## config.mk

```make
export PLATFORM = sky130hd
export DESIGN_NAME = iss_sensor_flat
export DESIGN_NICKNAME = d
export VERILOG_FILES = /design/src/iss_pkg.sv /design/src/iss_link_if.sv /design/src/iss_sensor.sv /design/src/flat_wrapper.sv
export SDC_FILE = /design/constraint.sdc
export NUM_CORES = 2
export LEC_CHECK = 0
export ABC_AREA = 1
export BUFFER_PORTS_ARGS = -buffer_cell sky130_fd_sc_hd__buf_2
export CORE_ASPECT_RATIO = 0.9
export CORE_MARGIN = 2
export CORE_UTILIZATION = 50
export CTS_CLUSTER_SIZE = 16
export DETAILED_ROUTE_END_ITERATION = 10
export PLACE_DENSITY = 0.62
export SYNTH_ARGS = -nofsm -noshare
export SYNTH_HDL_FRONTEND = slang
export SYNTH_SLANG_ARGS = --single-unit
```

## constraint.sdc

```tcl
create_clock -name clock -period 2.7 [get_ports clock]
set_clock_uncertainty 0.1 [all_clocks]
set_input_delay 0.27 -clock clock [delete_from_list [all_inputs] [get_ports clock]]
set_output_delay 0.27 -clock clock [all_outputs]
set_load 0.02 [all_outputs]
```

## src/iss_pkg.sv

```systemverilog
package iss_pkg;
    localparam int          FRAME_BITS       = 16;
    localparam int          ADDR_BITS        = 7;
    localparam int          BYTE_BITS        = 8;
    localparam int          NUM_REGS         = 64;
    localparam int          WR_BIT           = 15;
    localparam int          ADDR_MSB         = 14;
    localparam int          ADDR_LSB         = 8;
    localparam int          CLK_HZ           = 20000000;
    localparam int          CLK_PERIOD_NS    = 50;
    // sample rate in milli-samples per second
    localparam longint      SAMPLE_RATE_MSPS = 819200;
    localparam int          SAMPLE_CYCLES    =
        int'((longint'(CLK_HZ) * 1000) / SAMPLE_RATE_MSPS);
    localparam int          FLASH_TIME_MS    = 50;
    localparam int          FLASH_CYCLES     = FLASH_TIME_MS * (CLK_HZ / 1000);
    localparam int          DRDY_CYCLES      = 1;
    localparam logic [6:0]  ADDR_FLASH_WRITE_COUNTER   = 7'h00;
    localparam logic [6:0]  ADDR_OUT_FIRST   = 7'h02;
    localparam logic [6:0]  ADDR_OUT_LAST    = 7'h17;
    localparam logic [6:0]  ADDR_GLOBAL_COMMAND_REG    = 7'h3e;
    localparam int          GLOB_FLASH_BIT   = 3;
    localparam logic [15:0] SAMPLE_PERIOD_SETTING_RESET   = 16'h0001;
    localparam logic [6:0]  ADDR_SAMPLE_PERIOD_SETTING    = 7'h36;
    localparam logic [15:0] MSC_CTRL_RESET   = 16'h0006;
    localparam logic [6:0]  ADDR_MSC_CTRL    = 7'h34;
    localparam logic [15:0] SENS_AVG_RESET   = 16'h0402;
    localparam logic [6:0]  ADDR_SENS_AVG    = 7'h38;
    // host register map
    localparam logic [31:0] HREG_CMD         = 32'h0000_0000;
    localparam logic [31:0] HREG_RDATA       = 32'h0000_0004;
    localparam logic [31:0] HREG_STATUS      = 32'h0000_0008;
    localparam logic [31:0] HREG_MASK        = 32'h0000_000c;
    localparam logic [31:0] HREG_CLKDIV      = 32'h0000_0010;
    localparam int          ST_DONE          = 0;
    localparam int          ST_DRDY          = 1;
    localparam int          ST_BUSY          = 2;
    localparam logic [7:0]  CLKDIV_RESET     = 8'h04;
endpackage

```

## src/iss_link_if.sv

```systemverilog
`timescale 1ns/1ps
interface iss_link_if;
    logic sclk;
    logic cs_b;
    logic mosi;
    logic miso;
    logic data_ready_pin;
    modport sensor (
        input  sclk,
        input  cs_b,
        input  mosi,
        output miso,
        output data_ready_pin
    );
    modport master (
        output sclk,
        output cs_b,
        output mosi,
        input  miso,
        input  data_ready_pin
    );
endinterface

```

## src/iss_sensor.sv

```systemverilog
`timescale 1ns/1ps
module iss_sensor
    import iss_pkg::*;
#(
    parameter int SAMPLE_CYC = SAMPLE_CYCLES,
    parameter int FLASH_CYC  = FLASH_CYCLES
) (
    input  wire logic      clock,
    input  wire logic      rst_b,
    input  wire logic      clk_en,
    iss_link_if.sensor     link,
    input  wire logic [15:0] sample_value,
    output logic           flash_busy,
    output logic [15:0]    flash_count
);
    logic [1:0]  sclk_s_q, cs_s_q, mosi_s_q;
    logic        sclk_d1_q, cs_d1_q;
    logic [15:0] rx_q, tx_q;
    logic [4:0]  bitcnt_q;
    logic [7:0]  mem_q [NUM_REGS*2];
    logic [6:0]  rd_addr_q;
    logic [31:0] smp_cnt_q;
    logic [31:0] fl_cnt_q;
    logic [15:0] fcount_q;
    logic        drdy_q, miso_q, load_q;
    logic [15:0] sample_q;
    logic        rise, fall, frame_end;
    logic [6:0]  rx_addr;

    // pins pass two flops before use
    // idle levels at reset, so no false edge
    always_ff @(posedge clock) begin
        if (!rst_b) begin
            sclk_s_q  <= 2'b11;
            cs_s_q    <= 2'b11;
            mosi_s_q  <= 2'b00;
            sclk_d1_q <= 1'b1;
            cs_d1_q   <= 1'b1;
        end else if (clk_en) begin
            sclk_s_q  <= {sclk_s_q[0], link.sclk};
            cs_s_q    <= {cs_s_q[0], link.cs_b};
            mosi_s_q  <= {mosi_s_q[0], link.mosi};
            sclk_d1_q <= sclk_s_q[1];
            cs_d1_q   <= cs_s_q[1];
        end
    end

    // edges seen three clocks late, link must be slow
    // idle-high clock edges
    assign rise      = sclk_s_q[1] & ~sclk_d1_q & ~cs_s_q[1];
    assign fall      = ~sclk_s_q[1] & sclk_d1_q & ~cs_s_q[1];
    // a frame without sixteen rises is dropped
    // act on chip select rising
    assign frame_end = cs_s_q[1] & ~cs_d1_q;
    assign rx_addr   = rx_q[ADDR_MSB:ADDR_LSB];

    always_ff @(posedge clock) begin
        if (!rst_b) begin
            rx_q     <= '0;
            bitcnt_q <= '0;
        end else if (clk_en) begin
            if (cs_s_q[1]) begin
                bitcnt_q <= '0;
            end else if (rise) begin
                rx_q     <= {rx_q[14:0], mosi_s_q[1]};
                bitcnt_q <= bitcnt_q + 5'd1;
            end
        end
    end

    always_ff @(posedge clock) begin
        if (!rst_b) begin
            tx_q   <= '0;
            miso_q <= 1'b0;
        end else if (clk_en) begin
            // reload while deselected, after the last frame
            if (cs_s_q[1] && cs_d1_q) begin
                // register = lower byte + 1 upper
                tx_q <= {mem_q[{rd_addr_q[6:1], 1'b1}],
                         mem_q[{rd_addr_q[6:1], 1'b0}]};
            end else if (fall) begin
                // first bit waits for the first fall
                miso_q <= tx_q[15];
                tx_q   <= {tx_q[14:0], 1'b0};
            end
        end
    end

    // only a full frame may move the reply address
    // latch read address per frame
    always_ff @(posedge clock) begin
        if (!rst_b) begin
            rd_addr_q <= '0;
        end else if (clk_en && frame_end && bitcnt_q == 5'(FRAME_BITS)) begin
            // after write, output left as address
            rd_addr_q <= rx_addr;
        end
    end

    always_ff @(posedge clock) begin
        if (!rst_b) begin
            smp_cnt_q <= '0;
            load_q    <= 1'b0;
            drdy_q    <= 1'b0;
            sample_q  <= '0;
        end else if (clk_en) begin
            load_q <= 1'b0;
            // pulse trails the load by one clock
            drdy_q <= load_q;
            if (smp_cnt_q == 32'(SAMPLE_CYC - 1)) begin
                smp_cnt_q <= '0;
                load_q    <= 1'b1;
                sample_q  <= sample_value;
            end else begin
                smp_cnt_q <= smp_cnt_q + 32'd1;
            end
        end
    end

    always_ff @(posedge clock) begin
        if (!rst_b) begin
            fl_cnt_q <= '0;
            fcount_q <= '0;
        end else if (clk_en) begin
            if (fl_cnt_q != 32'd0) begin
                fl_cnt_q <= fl_cnt_q - 32'd1;
                if (fl_cnt_q == 32'd1) begin
                    fcount_q <= fcount_q + 16'd1;
                end
            // a command during a backup is ignored
            end else if (frame_end && bitcnt_q == 5'(FRAME_BITS) &&
                         rx_q[WR_BIT] && rx_addr == ADDR_GLOBAL_COMMAND_REG &&
                         rx_q[GLOB_FLASH_BIT]) begin
                fl_cnt_q <= 32'(FLASH_CYC);
            end
        end
    end

    always_ff @(posedge clock) begin
        if (!rst_b) begin
            for (int i = 0; i < NUM_REGS*2; i++) begin
                mem_q[i] <= '0;
            end
            mem_q[ADDR_SAMPLE_PERIOD_SETTING]     <= SAMPLE_PERIOD_SETTING_RESET[7:0];
            mem_q[ADDR_SAMPLE_PERIOD_SETTING + 1] <= SAMPLE_PERIOD_SETTING_RESET[15:8];
            mem_q[ADDR_MSC_CTRL]     <= MSC_CTRL_RESET[7:0];
            mem_q[ADDR_MSC_CTRL + 1] <= MSC_CTRL_RESET[15:8];
            mem_q[ADDR_SENS_AVG]     <= SENS_AVG_RESET[7:0];
            mem_q[ADDR_SENS_AVG + 1] <= SENS_AVG_RESET[15:8];
        end else if (clk_en) begin
            // flash count mirrored into its byte pair
            mem_q[ADDR_FLASH_WRITE_COUNTER]     <= fcount_q[7:0];
            mem_q[ADDR_FLASH_WRITE_COUNTER + 1] <= fcount_q[15:8];
            if (load_q) begin
                for (int i = ADDR_OUT_FIRST; i <= ADDR_OUT_LAST; i += 2) begin
                    mem_q[i]     <= sample_q[7:0];
                    mem_q[i + 1] <= sample_q[15:8];
                end
            end
            // read-only places keep their value
            // write byte at frame end
            if (frame_end && bitcnt_q == 5'(FRAME_BITS) && rx_q[WR_BIT] &&
                rx_addr != ADDR_FLASH_WRITE_COUNTER && rx_addr != ADDR_FLASH_WRITE_COUNTER + 1 &&
                (rx_addr < ADDR_OUT_FIRST || rx_addr > ADDR_OUT_LAST)) begin
                mem_q[rx_addr] <= rx_q[7:0];
            end
        end
    end


    // pins come straight from flops
    assign link.miso           = miso_q;
    assign link.data_ready_pin = drdy_q;

    always_ff @(posedge clock) begin
        if (!rst_b) begin
            flash_busy  <= 1'b0;
            flash_count <= '0;
        end else if (clk_en) begin
            flash_busy  <= (fl_cnt_q != 32'd0);
            flash_count <= fcount_q;
        end
    end
endmodule

```

## src/flat_wrapper.sv

```systemverilog
// flat-port wrapper written by rule: the top's interface ports become plain ports
module iss_sensor_flat import iss_pkg::*;
#(
    parameter int SAMPLE_CYC = SAMPLE_CYCLES,
    parameter int FLASH_CYC  = FLASH_CYCLES
)
  (clock, rst_b, clk_en, sample_value, flash_busy, flash_count, link_sclk, link_cs_b, link_mosi, link_miso, link_data_ready_pin);
  iss_link_if link_i ();
  input  wire logic clock;
  input  wire logic rst_b;
  input  wire logic clk_en;
  input  wire logic [15:0] sample_value;
  output logic flash_busy;
  output logic [15:0] flash_count;
  input wire logic [$bits(link_i.sclk)-1:0] link_sclk;
  input wire logic [$bits(link_i.cs_b)-1:0] link_cs_b;
  input wire logic [$bits(link_i.mosi)-1:0] link_mosi;
  output wire logic [$bits(link_i.miso)-1:0] link_miso;
  output wire logic [$bits(link_i.data_ready_pin)-1:0] link_data_ready_pin;
  assign link_i.sclk = link_sclk;
  assign link_i.cs_b = link_cs_b;
  assign link_i.mosi = link_mosi;
  assign link_miso = link_i.miso;
  assign link_data_ready_pin = link_i.data_ready_pin;
  iss_sensor #(.SAMPLE_CYC(SAMPLE_CYC), .FLASH_CYC(FLASH_CYC)) u_core (.clock(clock), .rst_b(rst_b), .clk_en(clk_en), .link(link_i), .sample_value(sample_value), .flash_busy(flash_busy), .flash_count(flash_count));
endmodule
```

# --- After elaboration in Yosys (flattened, before gate mapping) ---
# Memory sizes are Yosys's and may differ from the RTL's. A register that Yosys moved wholly into a read port is not among the register bits.
# Index checks and enable logic that the tools add are counted.
word_totals:
  register_bits: 168
  ram_bits: 1024
  output_inout_bits: 19
  n_memories: 1
memory_table:
  columns: ["name", "depth", "word_bits", "rd", "rd_clocked_by_memory_dff", "wr", "line", "text"]
  rows:
  - ["u_core.mem_q", 128, 8, 2, 2, 128, "iss_sensor.sv:20", "logic [7:0] mem_q [NUM_REGS*2];"]
classes:
  add_sub_neg: 4
  magnitude_cmp: 2
  eq_ne: 5
  mux: 57
  bitwise: 40
  reduce_logical: 24
op_table:
  columns: ["op", "n"]
  rows:
  - ["8-bit 2-to-1 mux", 31]
  - ["32-bit 2-to-1 mux", 3]
  - ["7-bit 2-to-1 mux", 5]
  - ["32-bit by 1-bit adder with 32-bit output, second input constant", 1]
  - ["32-bit by 1-bit equality test with 1-bit output, second input constant", 1]
  - ["32-bit by 15-bit equality test with 1-bit output, second input constant", 1]
  - ["16-bit 2-to-1 mux", 2]
  - ["32-bit nonzero test", 1]
  - ["32-bit by 1-bit subtractor with 32-bit output, second input constant", 1]
  - ["1-bit OR", 30]
  - ["16-bit by 1-bit adder with 16-bit output, second input constant", 1]
  - ["1-bit 2-to-1 mux", 14]
  - ["1-bit logical AND", 10]
  - ["5-bit 2-to-1 mux", 2]
  - ["3-bit AND reduction", 3]
  - ["2-bit AND reduction", 4]
  - ["8-bit OR reduction", 1]
  - ["7-bit by 6-bit equality test with 1-bit output, second input constant", 1]
  - ["7-bit by 5-bit greater-than comparator with 1-bit output, second input constant", 1]
  - ["7-bit by 2-bit < comparator with 1-bit output, second input constant", 1]
  - ["7-bit by 1-bit != test with 1-bit output, second input constant", 1]
  - ["7-bit nonzero test", 1]
  - ["2-bit nonzero test", 3]
  - ["5-bit by 1-bit adder with 5-bit output, second input constant", 1]
  - ["other kinds (4)", 12]

# --- Depth between registers and ports, before layout ---
depth:
  ltp_word: 13
  ltp_mapped: 14
  mapped_depth_nobuf: 13

# --- Worst setup path before layout ---
# Ideal clock, no wire load.
synth_path:
  kind: "register -> register"
  start: "reg u_core.bitcnt_q[0]"
  end: "mem u_core.mem_q[126][0], enable pin"
  arrival_ps: 1853
  required_ps: 2271
  setup_slack_ps: 418
  path_stages_with_launch: 12
  path_buffers: 1
  cell_sequence: "dfxtp_1 -> inv_1 -> ha_1 -> nand3_1 -> nor2_1 -> nand3_1 -> nor2_1 -> nand2_2 -> buf_6 -> nor3_4 -> nand2_2 -> nand2_1"
synth_rtl:
  columns: ["element", "line", "text"]
  rows:
  - ["from (decl)", "iss_sensor.sv:19", "logic [4:0] bitcnt_q;"]
  - ["from (signal assigned)", "iss_sensor.sv:66", "bitcnt_q <= bitcnt_q + 5'd1;"]
  - ["to (decl)", "iss_sensor.sv:20", null]

==> qor.txt <==
CP Max Fanout: 68
Drt pass-1 iters: 6
Initial antenna violation count: 1
DRT antenna net count: 0
Max-slew violation count: 0
Post-synth top area cell: edfxtp_1
Layout cells sized above 1: 10.77%
Sequential share of the synthesized area: 62.69%
Yosys top cell area share: 56.35%
First-pass GRT wire length: 235,600 um
Worst hold slack: 218.2 ps
Top cells by area, synth: edfxtp_1 56%, nand2_1 11%, nand3_1 8.3%
Pwr/cell area: 676.4 nW/um^2
Core Util, Final: 57.48%
Crit Path Category: flip-flop to flip-flop
H-tree Lvls: 3
Overflow after GRT: 0
DP Wirelength: 97,440 um
Final hold vios: 0
Status: complete, no violations
Hold WC Path Type: primary input to flip-flop
Crit path launch type: flip-flop
Maximum VDD drop: 0.0006507 V
Largest net degree at the start of global routing: 108
Core Region: 107,800 sq um
Total number of vias: 42,240
Setup violators final: 0
Yosys reg bits: 1,197
All-Layer GR Usage: 27.16%
Worst Path Required: 3250 ps
Reg clk slew, reported paths: 60 ps
Routed len/inst: 20.33 um
Layout area overhead: 13.57%
Total Power: 0.04192 W
Non-Filler Instances: 7,558
Antenna cells: 0
Drt drc: 0
Num rows: 114
Vias in the first global route: 40,060
CTS Buf Count: 120
Initial DRC count: 5,039
Clock sink total: 1,197
Placed Cells: 7,315
Maximum clock path buffer count: 3
Fmax: 395.3 MHz
RSZ-0062 raised after global routing: no
Fin crit period: 2530 ps
Port bufs: 40
Gate Count Post-Synth: 5,971
Synth Cell Area: 54,570 sq um
Distinct cells, synth: 38
Chip Width: 352.2 um
Yosys warning total: 0
Vias per std cell: 5.589
Gpl congestion: 0.9054
Max Cap Violations: 0
Post-layout net count: 6,037
Final period util: 93.70%
I/O Pins: 41
CTS tree: built
Synth Net Count: 6,000
Die height: 317.4 um
Relative slew slack: 48.71%
Synth Area per Inst: 9.140 sq um
Final wirelength: 153,700 um
Root buffer cell: clkbuf_16
CP endpoint kind: flip-flop
Die ar.: 111,800 sq um
Initial Utilization: 50.61%
Static leakage: 22.15 nW
Worst Tran Pin Value: 762.4 ps
Worst endpoint data arrival time: 3080 ps
Setup TNS Final: 0 ps
Clk Latency, worst-skew pair: 740 ps
metrics by stage:
stage | worst slack, ps | cell area (sq um)
detailed placement | 117.2 | 57700
global route | 3.434 | 61980
global placement | 118.8 | 57700
CTS | 109.3 | 61880
floorplan | 417.8 | 54570
finish | 170.1 | 61980
synthesized netlist by cell type (all sizes together):
| master | n |
|---|---|
| clkbuf | 268 |
| nor3b | 7 |
| o32ai | 1 |
| nand2 | 1754 |
| inv | 161 |
| nor4 | 18 |
| and3 | 1 |
| o22ai | 2 |
| nand4 | 22 |
| o211ai | 1 |
| nor2 | 1161 |
| a211oi | 19 |
| o21a | 1 |
| a22oi | 3 |
| and2 | 2 |
| ha | 7 |
| nand3b | 1 |
| dfxtp | 173 |
| clkinv | 12 |
| a21oi | 117 |
| buf | 140 |
| o21ai | 86 |
| xor2 | 23 |
| nand3 | 911 |
| xnor2 | 4 |
| nor3 | 52 |
| edfxtp | 1024 |
worst max-delay path, cell delays in order, from the launching register on:
cell and delay, ps:
dfxtp_4 430, inv_8 270, buf_12 320, nand2_1 110, nand3_1 110, nand3_1 70, nand2_1 140, nand2_1 80
nand3_1 230, nand3_1 210, nand2_1 130, nand2_1 70, a21oi_1 130
flip-flops by register name (all words and copies together), names as in the netlist, 5 cells and up, named ones only:
register / cells
u_core.mem_q: 1024
u_core.tx_q: 16
u_core.smp_cnt_q: 32
u_core.bitcnt_q: 5
u_core.sample_q: 16
u_core.rx_q: 16
u_core.flash_count: 16
u_core.fl_cnt_q: 32
u_core.fcount_q: 16
u_core.rd_addr_q: 6
report_power, final:
group	internal [W]	switching [W]	total, W	leakage, nW
Combinational	0.00114	0.00232	0.00346	9.06
Sequential	0.0210	0.000441	0.0215	11.2
Clock	0.00982	0.00718	0.0170	1.93
repair_timing:
item / in CTS / in global routing
gates resized for setup: 0 / 39
setup buffers: 0 / 0
hold buffers: 21 / 0
endpoints found under the hold margin: 30 / 0
endpoints found under the setup margin: 0 / 290
layout make-up:
type | count | area (sq um)
multi-input combinational | 4193 | 18160
timing repair buffer | 323 | 3124
clock inverter | 60 | 660.6
sequential | 1197 | 34230
inverter | 173 | 686.9
tap | 1450 | 1814
clock buffer | 162 | 3312
fill | 9465 | 45850
path summary, 6_finish.rpt:
path / slack, ps / startpoint / cells past startpoint / endpoint
min reg2reg: 350 / u_core.link.data_ready_pin / 2 / u_core.link.data_ready_pin
max reg2reg: 170 / flip-flop / 12 / u_core.tx_q[13]
max: 170 / flip-flop / 12 / u_core.tx_q[13]
min: 220 / link_mosi / 4 / u_core.mosi_s_q[0]
kinds of logic (layout without fill, tap and decap cells):
| logic type | Yosys count | in the layout | share of synthesized area [%] |
|---|---|---|---|
| AO/OA/AOI/OAI | 230 | 230 | 2.231 |
| XOR/XNOR | 27 | 27 | 0.4333 |
| adder cells (fa/ha/maj) | 7 | 7 | 0.1605 |
| buffers and inverters | 581 | 718 | 4.292 |
| flip-flops | 1197 | 1197 | 62.69 |
| AND/OR/NAND/NOR | 3929 | 3929 | 30.19 |
routing by layer:
layer  up-vias  global-route usage, %  part of all wire [%]
met5         -                      0                     0
met4         0                  7.730                   2.7
met3       248                  4.175                   8.7
met2      1793                  41.21                    44
met1     20200                  40.58                    44
li1      19990                      -                     -
layout by cell type, fill, tap and decap left out, types with 59 or more instances in the layout:
cell type	synthesis	final
nand2_1	1668	1628
nor2_1	1151	1150
edfxtp_1	1024	1024
nand3_1	910	910
buf_4	6	203
dfxtp_1	173	169
inv_1	155	152
nand2_2	86	125
clkbuf_16	0	125
a21oi_1	117	117
o21ai_0	86	86
buf_12	0	59
Power figures use the tool's default switching activity.
